--- config.mk ---
export PLATFORM = sky130hd
export DESIGN_NAME = gpcn_port
export DESIGN_NICKNAME = d
export VERILOG_FILES = /design/src/inc/gpcn_pkg.sv /design/src/hw/gpcn_port.sv /design/src/hw/gpcn_alias_reg.sv /design/src/hw/gpcn_sync.sv
export SDC_FILE = /design/constraint.sdc
export NUM_CORES = 1
export LEC_CHECK = 0
export ABC_AREA = 1
export BUFFER_PORTS_ARGS = -buffer_cell sky130_fd_sc_hd__buf_2
export CORE_MARGIN = 8
export CORE_UTILIZATION = 60
export CTS_CLUSTER_SIZE = 25
export DETAILED_ROUTE_END_ITERATION = 10
export PLACE_DENSITY_LB_ADDON = 0.08
export SLEW_MARGIN = 20
export SYNTH_ARGS = -nofsm -noshare
export SYNTH_HDL_FRONTEND = slang
export SYNTH_SLANG_ARGS = --single-unit
--- constraint.sdc ---
create_clock -name clk -period 2.8 [get_ports clk]
set_input_delay 0.28 -clock clk [delete_from_list [all_inputs] [get_ports clk]]
set_output_delay 0.28 -clock clk [all_outputs]
set_load 0.01 [all_outputs]
--- src/inc/gpcn_pkg.sv ---
// gpcn_pkg: offsets, widths and reset values for the gpio change-notice port
// assumes a 32-bit word-addressed register port with byte offsets
package gpcn_pkg;

	// ----------------------------------------
	// geometry
	// ----------------------------------------
	localparam int          GPCN_PINS      = 16;
	localparam int          GPCN_CHG_PINS  = 16;
	localparam int          GPCN_AW        = 8;
	localparam int          GPCN_DW        = 32;

	// ----------------------------------------
	// register byte offsets (base, clear, set, invert)
	// ----------------------------------------
	localparam logic [7:0]  OFS_DIR        = 8'h00;
	localparam logic [7:0]  OFS_LEVEL      = 8'h10;
	localparam logic [7:0]  OFS_LATCH      = 8'h20;
	localparam logic [7:0]  OFS_ODRAIN     = 8'h30;
	localparam logic [7:0]  OFS_CHGCTRL    = 8'h40;
	localparam logic [7:0]  OFS_CHGEN      = 8'h50;
	localparam logic [7:0]  OFS_CHGPU      = 8'h60;

	// alias selector in address bits 3:2
	localparam logic [1:0]  ALIAS_BASE     = 2'h0;
	localparam logic [1:0]  ALIAS_CLR      = 2'h1;
	localparam logic [1:0]  ALIAS_SET      = 2'h2;
	localparam logic [1:0]  ALIAS_INV      = 2'h3;

	// ----------------------------------------
	// field positions
	// ----------------------------------------
	localparam int          CHGCTRL_ON_BIT = 15;

	// ----------------------------------------
	// reset values and alias read value
	// ----------------------------------------
	localparam logic [31:0] RST_DIR        = 32'h0000ffff;
	localparam logic [31:0] RST_ZERO       = 32'h00000000;
	localparam logic [31:0] ALIAS_READ_VAL = 32'h00000000;

	// alias operation on a base value
	typedef enum logic [3:0]
	{
		GPCN_OP_WRITE = 4'b0001,
		GPCN_OP_CLR   = 4'b0010,
		GPCN_OP_SET   = 4'b0100,
		GPCN_OP_INV   = 4'b1000
	} gpcn_op_e;

endpackage

--- src/hw/gpcn_port.sv ---
// gpcn_port: gpio port with direction, latch, open-drain and change notice
// assumes a one-cycle strobe register port and pins sampled via a synchroniser
`timescale 1ns/10ps
module gpcn_port
#(
	parameter int N = gpcn_pkg::GPCN_PINS
)
(
	input  wire logic                         clk,
	input  wire logic                         nrst,
	input  wire logic [gpcn_pkg::GPCN_AW-1:0] addr,
	input  wire logic [gpcn_pkg::GPCN_DW-1:0] wdata,
	input  wire logic                         wrStb,
	input  wire logic                         rdStb,
	output logic      [gpcn_pkg::GPCN_DW-1:0] rdata,
	input  wire logic [N-1:0]                 pinIn,
	output logic      [N-1:0]                 pinOut,
	output logic      [N-1:0]                 pinOe,
	output logic      [N-1:0]                 pullupEn,
	output logic                              changeIrq
);
	import gpcn_pkg::*;

	// refuse pin counts the registers cannot hold
	if (N < 1 || N > 16)
	begin : g_bad_count
		$error("pin count must be 1..16");
	end

	// ----------------------------------------
	// address decode
	// ----------------------------------------
	function automatic logic hitReg(input logic [GPCN_AW-1:0] a, input logic [7:0] ofs);
		hitReg = (a[7:4] == ofs[7:4]) && (a[1:0] == 2'h0);
	endfunction

	wire logic [1:0] opSel      = addr[3:2];
	wire logic       isBase     = (opSel == ALIAS_BASE);
	wire logic       hitDir     = hitReg(addr, OFS_DIR);
	wire logic       hitLevel   = hitReg(addr, OFS_LEVEL);
	wire logic       hitLatch   = hitReg(addr, OFS_LATCH);
	wire logic       hitOdrain  = hitReg(addr, OFS_ODRAIN);
	wire logic       hitChgCtrl = hitReg(addr, OFS_CHGCTRL);
	wire logic       hitChgEn   = hitReg(addr, OFS_CHGEN);
	wire logic       hitChgPu   = hitReg(addr, OFS_CHGPU);

	// ----------------------------------------
	// pin synchroniser and registers
	// ----------------------------------------
	logic [N-1:0] pinSync;
	logic [N-1:0] dirVal;
	logic [N-1:0] latchVal;
	logic [N-1:0] odVal;
	logic [N-1:0] chgEnVal;
	logic [N-1:0] chgPuVal;
	logic [0:0]   chgOnVal;

	gpcn_sync #(.W(N)) u_sync
	(
		.clk  (clk),
		.nrst (nrst),
		.din  (pinIn),
		.dout (pinSync)
	);

	// direction resets to all inputs
	gpcn_alias_reg #(.W(N), .RSTV(RST_DIR)) u_dir
	(
		.clk   (clk),
		.nrst  (nrst),
		.wrEn  (wrStb && hitDir),
		.opSel (opSel),
		.src   (dirVal),
		.wdata (wdata[N-1:0]),
		.value (dirVal)
	);

	// latch written by its own aliases or by level aliases on the pins
	wire logic         latchWr  = wrStb && (hitLatch || hitLevel);
	wire logic [N-1:0] latchSrc = hitLevel ? pinSync : latchVal;

	gpcn_alias_reg #(.W(N), .RSTV(RST_ZERO)) u_latch
	(
		.clk   (clk),
		.nrst  (nrst),
		.wrEn  (latchWr),
		.opSel (opSel),
		.src   (latchSrc),
		.wdata (wdata[N-1:0]),
		.value (latchVal)
	);

	gpcn_alias_reg #(.W(N), .RSTV(RST_ZERO)) u_odrain
	(
		.clk   (clk),
		.nrst  (nrst),
		.wrEn  (wrStb && hitOdrain),
		.opSel (opSel),
		.src   (odVal),
		.wdata (wdata[N-1:0]),
		.value (odVal)
	);

	gpcn_alias_reg #(.W(1), .RSTV(RST_ZERO)) u_chgon
	(
		.clk   (clk),
		.nrst  (nrst),
		.wrEn  (wrStb && hitChgCtrl),
		.opSel (opSel),
		.src   (chgOnVal),
		.wdata (wdata[CHGCTRL_ON_BIT]),
		.value (chgOnVal)
	);

	gpcn_alias_reg #(.W(N), .RSTV(RST_ZERO)) u_chgen
	(
		.clk   (clk),
		.nrst  (nrst),
		.wrEn  (wrStb && hitChgEn),
		.opSel (opSel),
		.src   (chgEnVal),
		.wdata (wdata[N-1:0]),
		.value (chgEnVal)
	);

	gpcn_alias_reg #(.W(N), .RSTV(RST_ZERO)) u_chgpu
	(
		.clk   (clk),
		.nrst  (nrst),
		.wrEn  (wrStb && hitChgPu),
		.opSel (opSel),
		.src   (chgPuVal),
		.wdata (wdata[N-1:0]),
		.value (chgPuVal)
	);

	// ----------------------------------------
	// pin drive
	// ----------------------------------------
	logic [N-1:0] pinOut_q;
	logic [N-1:0] pinOe_q;
	logic [N-1:0] pullupEn_q;
	logic [N-1:0] pinOe_d;
	logic [N-1:0] pinOut_d;

	genvar gi;
	generate
		for (gi = 0; gi < N; gi++)
		begin : g_pin
			// open-drain drives only the low level
			assign pinOe_d[gi]  = !dirVal[gi] && (!odVal[gi] || !latchVal[gi]);
			assign pinOut_d[gi] = odVal[gi] ? 1'b0 : latchVal[gi];
		end
	endgenerate

	always_ff @(posedge clk or negedge nrst)
	begin
		if (!nrst)
		begin
			pinOut_q   <= '0;
			pinOe_q    <= '0;
			pullupEn_q <= '0;
		end
		else
		begin
			pinOut_q   <= pinOut_d;
			pinOe_q    <= pinOe_d;
			pullupEn_q <= chgPuVal;
		end
	end

	assign pinOut   = pinOut_q;
	assign pinOe    = pinOe_q;
	assign pullupEn = pullupEn_q;

	// ----------------------------------------
	// change notice
	// ----------------------------------------
	logic [N-1:0] pinPrev_q;
	logic         changeIrq_q;
	logic [2:0]   armed_q;

	// hold off until synchroniser and previous sample hold real levels
	wire logic [N-1:0] pinDelta  = (pinSync ^ pinPrev_q) & chgEnVal;
	wire logic         changeHit = chgOnVal[0] && armed_q[2] && |pinDelta;

	always_ff @(posedge clk or negedge nrst)
	begin
		if (!nrst)
		begin
			pinPrev_q   <= '0;
			armed_q     <= 3'h0;
			changeIrq_q <= 1'b0;
		end
		else
		begin
			pinPrev_q   <= pinSync;
			armed_q     <= {armed_q[1:0], 1'b1};
			changeIrq_q <= changeHit;
		end
	end

	assign changeIrq = changeIrq_q;

	// ----------------------------------------
	// read data
	// ----------------------------------------
	logic [GPCN_DW-1:0] rdata_q;
	logic [N-1:0]       rdSel;

	assign rdSel = hitDir    ? dirVal :
	               hitLevel  ? pinSync :
	               hitLatch  ? latchVal :
	               hitOdrain ? odVal :
	               hitChgEn  ? chgEnVal :
	               hitChgPu  ? chgPuVal : '0;

	wire logic [GPCN_DW-1:0] rdWord = !isBase    ? ALIAS_READ_VAL :
	                                  hitChgCtrl ? (32'(chgOnVal) << CHGCTRL_ON_BIT) :
	                                  {{(GPCN_DW-N){1'b0}}, rdSel};

	always_ff @(posedge clk or negedge nrst)
	begin
		if (!nrst)
			rdata_q <= '0;
		else if (rdStb)
			rdata_q <= rdWord;
		else
			rdata_q <= '0;
	end

	assign rdata = rdata_q;

	// ----------------------------------------
	// checks
	// ----------------------------------------
	property p_irq_cause;
		@(posedge clk) disable iff (!nrst)
		changeIrq |-> $past(chgOnVal[0]) && ($past(pinDelta) != '0);
	endproperty
	a_irq_cause: assert property (p_irq_cause) else $error("irq without enabled change");

	property p_irq_off;
		@(posedge clk) disable iff (!nrst)
		!chgOnVal[0] |=> !changeIrq;
	endproperty
	a_irq_off: assert property (p_irq_off) else $error("irq while unit off");

	property p_irq_masked;
		@(posedge clk) disable iff (!nrst)
		(chgEnVal == '0) |=> !changeIrq;
	endproperty
	a_irq_masked: assert property (p_irq_masked) else $error("irq with no pin enabled");

	property p_pullup;
		@(posedge clk) disable iff (!nrst)
		1'b1 |=> (pullupEn == $past(chgPuVal));
	endproperty
	a_pullup: assert property (p_pullup) else $error("pull-up not following enable");

	property p_level_inv;
		@(posedge clk) disable iff (!nrst)
		(wrStb && hitLevel && opSel == ALIAS_INV) |=> (latchVal == ($past(pinSync) ^ $past(wdata[N-1:0])));
	endproperty
	a_level_inv: assert property (p_level_inv) else $error("level invert wrong latch");

	property p_input_hiz;
		@(posedge clk) disable iff (!nrst)
		1'b1 |=> ((pinOe & $past(dirVal)) == '0);
	endproperty
	a_input_hiz: assert property (p_input_hiz) else $error("input pin driven");

	property p_od_high;
		@(posedge clk) disable iff (!nrst)
		1'b1 |=> ((pinOe & pinOut & $past(odVal)) == '0);
	endproperty
	a_od_high: assert property (p_od_high) else $error("open-drain drove high");

	property p_upper_zero;
		@(posedge clk) disable iff (!nrst)
		rdStb |=> (rdata[GPCN_DW-1:16] == '0);
	endproperty
	a_upper_zero: assert property (p_upper_zero) else $error("upper bits not zero");

	property p_alias_read;
		@(posedge clk) disable iff (!nrst)
		(rdStb && !isBase) |=> (rdata == ALIAS_READ_VAL);
	endproperty
	a_alias_read: assert property (p_alias_read) else $error("alias read not fixed");

	property p_level_set;
		@(posedge clk) disable iff (!nrst)
		(wrStb && hitLevel && opSel == ALIAS_SET) |=> (latchVal == ($past(pinSync) | $past(wdata[N-1:0])));
	endproperty
	a_level_set: assert property (p_level_set) else $error("level set wrong latch");

	property p_level_clr;
		@(posedge clk) disable iff (!nrst)
		(wrStb && hitLevel && opSel == ALIAS_CLR) |=> (latchVal == ($past(pinSync) & ~$past(wdata[N-1:0])));
	endproperty
	a_level_clr: assert property (p_level_clr) else $error("level clear wrong latch");

	property p_push_pull;
		@(posedge clk) disable iff (!nrst)
		1'b1 |=> (((pinOe ^ ~$past(dirVal)) & ~$past(odVal)) == '0);
	endproperty
	a_push_pull: assert property (p_push_pull) else $error("push-pull output not driven");

	property p_od_low;
		@(posedge clk) disable iff (!nrst)
		1'b1 |=> (((pinOe ^ (~$past(dirVal) & ~$past(latchVal))) & $past(odVal)) == '0);
	endproperty
	a_od_low: assert property (p_od_low) else $error("open-drain low drive wrong");

	property p_read_dir;
		@(posedge clk) disable iff (!nrst)
		(rdStb && hitDir && isBase) |=> (rdata == {{(GPCN_DW-N){1'b0}}, $past(dirVal)});
	endproperty
	a_read_dir: assert property (p_read_dir) else $error("direction read wrong");

	property p_read_latch;
		@(posedge clk) disable iff (!nrst)
		(rdStb && hitLatch && isBase) |=> (rdata == {{(GPCN_DW-N){1'b0}}, $past(latchVal)});
	endproperty
	a_read_latch: assert property (p_read_latch) else $error("latch read wrong");

	property p_read_level;
		@(posedge clk) disable iff (!nrst)
		(rdStb && hitLevel && isBase) |=> (rdata[N-1:0] == $past(pinSync));
	endproperty
	a_read_level: assert property (p_read_level) else $error("pin level read wrong");

	c_irq:      cover property (@(posedge clk) disable iff (!nrst) changeIrq);
	c_level:    cover property (@(posedge clk) disable iff (!nrst) wrStb && hitLevel && opSel == ALIAS_SET);
	c_odrain:   cover property (@(posedge clk) disable iff (!nrst) (pinOe & ~pinOut) != '0);
	c_dirwrite: cover property (@(posedge clk) disable iff (!nrst) wrStb && hitDir && opSel == ALIAS_CLR);
	c_levelinv: cover property (@(posedge clk) disable iff (!nrst) wrStb && hitLevel && opSel == ALIAS_INV);
endmodule

--- src/hw/gpcn_alias_reg.sv ---
// gpcn_alias_reg: one register with base write and clear/set/invert aliases
// assumes the top decodes the alias and gives the modify source
`timescale 1ns/10ps
module gpcn_alias_reg
#(
	parameter int          W     = 16,
	parameter logic [31:0] RSTV  = 32'h0
)
(
	input  wire logic         clk,
	input  wire logic         nrst,
	input  wire logic         wrEn,
	input  wire logic [1:0]   opSel,
	input  wire logic [W-1:0] src,
	input  wire logic [W-1:0] wdata,
	output logic      [W-1:0] value
);
	import gpcn_pkg::*;

	logic [W-1:0] value_q;
	logic [W-1:0] value_d;

	// ----------------------------------------
	// aliases modify only one-valued positions, base write replaces all
	// ----------------------------------------
	assign value_d = (opSel == ALIAS_CLR) ? (src & ~wdata) :
	                 (opSel == ALIAS_SET) ? (src | wdata) :
	                 (opSel == ALIAS_INV) ? (src ^ wdata) : wdata;

	always_ff @(posedge clk or negedge nrst)
	begin
		if (!nrst)
			value_q <= RSTV[W-1:0];
		else if (wrEn)
			value_q <= value_d;
	end

	assign value = value_q;

	property p_alias_set;
		@(posedge clk) disable iff (!nrst)
		(wrEn && opSel == ALIAS_SET) |=> ((value_q & $past(wdata)) == $past(wdata));
	endproperty
	a_alias_set: assert property (p_alias_set) else $error("set alias missed a bit");

	property p_alias_clr_keep;
		@(posedge clk) disable iff (!nrst)
		(wrEn && opSel == ALIAS_CLR) |=> (value_q == ($past(src) & ~$past(wdata)));
	endproperty
	a_alias_clr_keep: assert property (p_alias_clr_keep) else $error("clear alias disturbed bits");
endmodule

--- src/hw/gpcn_sync.sv ---
// gpcn_sync: two-flop synchroniser for the pin inputs
// assumes pins are asynchronous to clk
`timescale 1ns/10ps
module gpcn_sync
#(
	parameter int W = 16
)
(
	input  wire logic         clk,
	input  wire logic         nrst,
	input  wire logic [W-1:0] din,
	output logic      [W-1:0] dout
);
	logic [W-1:0] meta_q;
	logic [W-1:0] sync_q;

	always_ff @(posedge clk or negedge nrst)
	begin
		if (!nrst)
		begin
			meta_q <= '0;
			sync_q <= '0;
		end
		else
		begin
			meta_q <= din;
			sync_q <= meta_q;
		end
	end

	assign dout = sync_q;
endmodule

==> results.sh, run 1 <==
export IMPL_cp_end_kind="flop"
export IMPL_yosysWarningCount=0
export IMPL_cp_top_family="compound AO/OA/AOI/OAI gates"
export IMPL_fp_dieH_um=154
export IMPL_vias=9064
export IMPL_path_class="input port to flop"
export IMPL_post_synth_num_cell_types=34
export IMPL_async_flop_share=1.00
export IMPL_drive_above_1_share=0.156
export IMPL_tightest_slew_ns=1.12
export IMPL_io_pins=141
export IMPL_synth_most_common_cell="nand2_1"
export IMPL_dp_cells=1519
export IMPL_wl_um=30200
export IMPL_grt_pass1_wl_um=48900
export IMPL_ys_ff_latch=197
export IMPL_overflow=0
export IMPL_synth_area_um2=11400
export IMPL_vdd_drop_max_uv=476
export IMPL_synthTopCellsByArea="dfrtp_1 (40%), ha_1 (18%), o211ai_1 (7.4%), nand2_1 (6.0%), o21ai_0 (5.0%)"
export IMPL_status="completed"
export IMPL_clock_latency_ns=0.45
export IMPL_grt_busiest_layer="met2"
export IMPL_critPathMaxFanout=27
export IMPL_drtIter0Drc=918
export IMPL_synth_edf_count=0
export IMPL_grt_met1_usage=0.366
export IMPL_gp_congestion=0.838
export IMPL_dr_pass1_iters=6
export IMPL_grt_usage=0.261
export IMPL_ctsHtreeMaxLevel=4
export IMPL_io_buffers=108
export IMPL_cp_start_kind="input port"
export IMPL_grt_pass1_vias=8932
export IMPL_timing_slew_headroom=0.248
export IMPL_tns_ns=0
export IMPL_power_leakage_uw=0.00650
export IMPL_dp_hpwl_um=20400
export IMPL_path_cells="buf_2 > inv_2 > nor2_4 > nand3_4 > o21ai_0 > inv_1 > ha_1 > o221ai_1 > o211ai_1 > o21ai_1"
export IMPL_critPathArrivalTime_ns=2.21
export IMPL_wl_per_cell_um=19.2
export IMPL_cts_tree="done"
export IMPL_ctsResizeCount=0
export IMPL_period_needed_ns=1.84
export IMPL_setup_violations=0
export IMPL_cts_hold_buf=17
export IMPL_ys_seq_area_frac=0.436
export IMPL_cp_num_buf_inv=3
export IMPL_ant_nets=0
export IMPL_post_cts_buffers=0
export IMPL_path_clk_slew_ns=0.08
export IMPL_synth_flop_cell="dfrtp_1"
export IMPL_antenna_found_initial=0
export IMPL_cts_root_buf="clkbuf_16"
export IMPL_hold_viol=0
export IMPL_numCtsBuffers=17
export IMPL_fin_skew_ns=0.0113
export IMPL_gr_usage_met3=0.0575
export IMPL_diodes=0
export IMPL_instances_no_fill=1568
export IMPL_yosysTopAreaCell="dfrtp_1"
export IMPL_period_share=0.656
export IMPL_die_area_um2=23600
export IMPL_cts_sinks=197
export IMPL_dieWidth_um=154
export IMPL_routed_via_density=5.78
export IMPL_synth_top_area_frac=0.399
export IMPL_synthCells=1207
export IMPL_rsz0062_at_grt="no"
export IMPL_cap_viol_max_count=0
export IMPL_syn_to_final_growth_pct=13.1
export IMPL_grt_max_degree=88
export IMPL_p_per_area_nw_per_um2=602
export IMPL_core_um2=18600
export IMPL_synth_avg_cell_area_um2=9.41
export IMPL_synthTopCellsByCount="nand2_1 (182), dfrtp_1 (181), ha_1 (162)"
export IMPL_cp_required_ns=3.18
export IMPL_cpMaxStageDelayCell="o21ai_0"
export IMPL_drv_slew=0
export IMPL_initial_core_util=0.609
export IMPL_slowest_delay_ns=0.34
export IMPL_max_freq_mhz=545
export IMPL_rows=50
export IMPL_cts_path_max_buffers=2
export IMPL_hold_path_class="input port to flop"
export IMPL_grt_util_met2=0.397
export IMPL_drc=0
export IMPL_fin_nets=1543
-- sequential cells by signal, summed over array words and instances (netlist names), 3 cells and up --
name,count
armed_q,3
pinOe,16
pinOut,16
pinPrev_q,16
pullupEn,16
rdata,16
u_chgen.value,16
u_chgpu.value,16
u_dir.value,16
u_latch.value,16
u_odrain.value,16
u_sync.dout,16
u_sync.meta_q,16
-- path summary, 6_finish.rpt --
kind,startpoint,to,slack [ns],cells after the start
max,addr[4],u_latch.value[14],0.96,10
min,rdStb,rdata[15],0.26,5
max reg2reg,u_sync.dout[14],u_latch.value[14],1.17,7
min reg2reg,u_sync.meta_q[11],u_sync.dout[11],0.35,0
max in group asynchronous,nrst,armed_q[2],1.50,3
min in group asynchronous,nrst,u_chgen.value[8],0.44,2
-- power breakdown --
part | leakage, uW | total (uW) | switching [uW] | internal [uW]
registers | 0.00229 | 3640 | 335 | 3300
logic | 0.00395 | 1640 | 1020 | 611
clock network | 0.000266 | 2460 | 1190 | 1280
total | 0.00650 | 7740 | 2540 | 5190
-- metrics by stage --
| stage | worst slack (ns) | util | hold WS, ns | total power (uW) | instance area (um2) |
|---|---|---|---|---|---|
| after CTS | 0.992 | 0.689 | 0.269 | 7760 | 12800 |
| after detailed placement | 0.537 | 0.649 | 0.335 | 5290 | 12100 |
| after floorplan | 0.969 | - | -0.0156 | 4650 | 11400 |
| after global routing | 0.789 | 0.689 | 0.277 | 8170 | 12800 |
| after global placement | 0.577 | 0.649 | 0.332 | 5200 | 12100 |
| final | 0.964 | 0.689 | 0.261 | 7740 | 12800 |
-- layout make-up --
type	count	area, um2
Tap cell	234	293
Sequential cell	197	4950
Timing Repair Buffer	147	960
Inverter	147	553
Clock buffer	19	443
Fill cell	1457	5800
Clock inverter	13	138
Multi-Input combinational cell	811	5510
-- cells in the final DEF, fill, tap and decap left out, drive strengths merged, types with 16 or more instances in the layout --
master,instances
buf,129
dfstp,16
a21oi,39
conb,17
o221ai,30
nor2,80
nand3,20
dfrtp,181
nand2,188
o211ai,112
ha,162
dlygate4sd3,17
clkbuf,20
o21ai,145
inv,151
-- kinds of logic (layout without fill, tap and decap cells) --
family                   Yosys count  in the layout  synth area share
buffers and inverters            214            326            0.0842
other                              2             17          0.000661
adder cells (fa/ha/maj)          162            162             0.178
AND/OR/NAND/NOR                  292            292             0.114
AO/OA/AOI/OAI                    340            340             0.187
flip-flops                       197            197             0.436
-- routing by layer --
layer,share of wire,up-vias
met4,0.019,0
met2,0.45,331
met5,0,-
met1,0.46,4393
li1,-,4293
met3,0.073,47
-- worst reg2reg max path, stage by stage (launching register included) --
cell	delay (ns)
dfrtp_1	0.36
buf_4	0.16
o21ai_0	0.24
inv_1	0.08
ha_1	0.28
o221ai_1	0.21
o211ai_1	0.12
o21ai_1	0.11
No activity file was read; power rests on OpenSTA's default activity.
==> run 2: changes to the inputs <==
Settings changed: CORE_UTILIZATION 60 to 53.
Clock period 2.8 ns to 1.5 ns, I/O delays scaled along.
==> results.sh, run 2 (synthesis gave the netlist of run 1 again) <==
export IMPL_cts_root_buf="clkbuf_16"
export IMPL_met3_length_um=2240
export IMPL_path_clk_slew_ns=0.08
export IMPL_regArea_um2=4960
export IMPL_seqPwrFrac=0.443
export IMPL_diodes=0
export IMPL_clock_latency_ns=0.44
export IMPL_r2r_end="u_latch.value[7]"
export IMPL_drv_slew=0
export IMPL_met1_length_um=15000
export IMPL_dr_pass1_iters=5
export IMPL_cts_path_max_buffers=2
export IMPL_wl_um=32100
export IMPL_period_needed_ns=1.48
export IMPL_cp_required_ns=1.86
export IMPL_layout_commonest_cell="nand2_1"
export IMPL_vdd_drop_max_uv=704
export IMPL_mostFrequentLayoutCells="nand2_1 (179), dfrtp_1 (174), ha_1 (159)"
export IMPL_path_class="flop to flop"
export IMPL_reg2reg_depth=6
export IMPL_instances_no_fill=1711
export IMPL_critPathArrivalTime_ns=1.84
export IMPL_swShare=0.328
export IMPL_power_leakage_uw=0.00707
export IMPL_io_pins=141
export IMPL_dp_cells=1649
export IMPL_n_fill_cell=1669
export IMPL_rows=53
export IMPL_timing_rr_start="u_sync.dout[7]"
export IMPL_min_from="rdStb"
export IMPL_syn_to_final_growth_pct=23.8
export IMPL_ant_nets=0
export IMPL_hold_path_class="input port to flop"
export IMPL_intPower_uw=10300
export IMPL_cts_sinks=197
export IMPL_drtIter0Drc=803
export IMPL_grt_pass1_wl_um=50700
export IMPL_wl_per_cell_um=18.8
export IMPL_core_um2=21000
export IMPL_fin_skew_ns=0.00780
export IMPL_vias=9490
export IMPL_grt_max_degree=72
export IMPL_p_per_area_nw_per_um2=1090
export IMPL_cp_end_kind="flop"
export IMPL_grt_pass1_vias=9152
export IMPL_grt_usage=0.246
export IMPL_cts_tree="done"
export IMPL_setup_ws_ns=0.0189
export IMPL_p_comb_frac=0.244
export IMPL_power_frac_clock=0.313
export IMPL_rsz0062_at_grt="yes"
export IMPL_cap_viol_max_count=0
export IMPL_routed_via_density=5.55
export IMPL_setup_violations=0
export IMPL_cp_start_kind="flop"
export IMPL_antenna_found_initial=0
export IMPL_wl_met2_um=14200
export IMPL_die_area_um2=26400
export IMPL_initial_core_util=0.540
export IMPL_hold_viol=0
export IMPL_min_path_cells=5
export IMPL_numCtsBuffers=17
export IMPL_whs_endpoint="rdata[15]"
export IMPL_drive_above_1_share=0.251
export IMPL_critPathMaxFanout=3
export IMPL_tightest_slew_ns=0.576
export IMPL_routed_top_layer="met4"
export IMPL_overflow=0
export IMPL_fp_dieH_um=162
export IMPL_io_buffers=108
export IMPL_fin_nets=1645
export IMPL_ctsHtreeMaxLevel=4
export IMPL_dp_hpwl_um=22700
export IMPL_max_freq_mhz=675
export IMPL_period_share=0.987
export IMPL_net_switching_power_uw=5040
export IMPL_status="completed"
export IMPL_multi_input_area_um2=5670
export IMPL_timing_slew_headroom=0.612
export IMPL_dp_worst_setup_slack_ns=-0.322
export IMPL_r2r_setup_slack_ns=0.02
export IMPL_gp_congestion=0.877
export IMPL_drc=0
export IMPL_dieWidth_um=162
[run 2: cell types whose count changed in the layout (fill, tap and decap cells not counted), sizes merged]
cell and delta:
buf +102, bufinv +1, clkbuf -1, clkinv +1, clkinvlp -4, inv +3
[run 2: worst max path at each step]
| stage | start | end |
|---|---|---|
| floorplan | addr[1] | u_latch.value[4] |
| global placement | addr[1] | u_latch.value[10] |
| detailed placement | addr[1] | u_latch.value[7] |
| CTS | u_sync.dout[9] | u_latch.value[9] |
| global route | u_sync.dout[7] | u_latch.value[7] |
| finish | u_sync.dout[7] | u_latch.value[7] |
[run 2: metrics by stage]
stage / cell area (um2) / TNS [ns] / utilization / power, uW / hold WS (ns)
finish: 14100 / 0 / 0.669 / 15300 / 0.0717
global route: 14100 / -0.188 / 0.669 / 16200 / 0.0751
CTS: 13800 / 0 / 0.659 / 15200 / 0.0640
detailed placement: 13000 / -6.03 / 0.621 / 10300 / 0.149
global placement: 13000 / -5.17 / 0.621 / 10200 / 0.148
floorplan: 11500 / -0.272 / - / 8710 / -0.146
[run 2: what timing repair did]
item / CTS / global route
pin swaps: 1 / 30
gates resized for setup: 6 / 44
hold buffers: 17 / 0
endpoints found under the hold margin: 47 / 0
setup endpoints to repair: 6 / 16
buffers inserted: 2 / 11
[run 2: metal layers]
layer  vias to the layer above  global-route usage
met3                        52              0.0458
met1                      4583               0.356
li1                       4509                   -
met4                         0              0.0804
met5                         -                   0
met2                       346               0.364
[run 2: layout make-up]
type	count	area share
multi-input cells	811	0.403
flip-flops and latches	197	0.353
repair buffers	249	0.137
inverters	147	0.0396
clock buffers	18	0.0312
well taps	275	0.0245
clock inverters	14	0.0116
[run 2: worst max-delay path, cell delays in order, from the launching register on]
cell and delay, ns:
dfrtp_2 0.47, o21ai_4 0.19, inv_1 0.06, ha_1 0.26
o221ai_1 0.19, o211ai_1 0.13, o21ai_1 0.10
[run 2: power groups by stage]
stage	logic (uW)	clock network (uW)	registers, uW
floorplan	1880	0	6830
detailed placement	3460	0	6860
global route	4230	5080	6900
finish	3750	4810	6790
global placement	3320	0	6840
CTS	3550	4880	6770
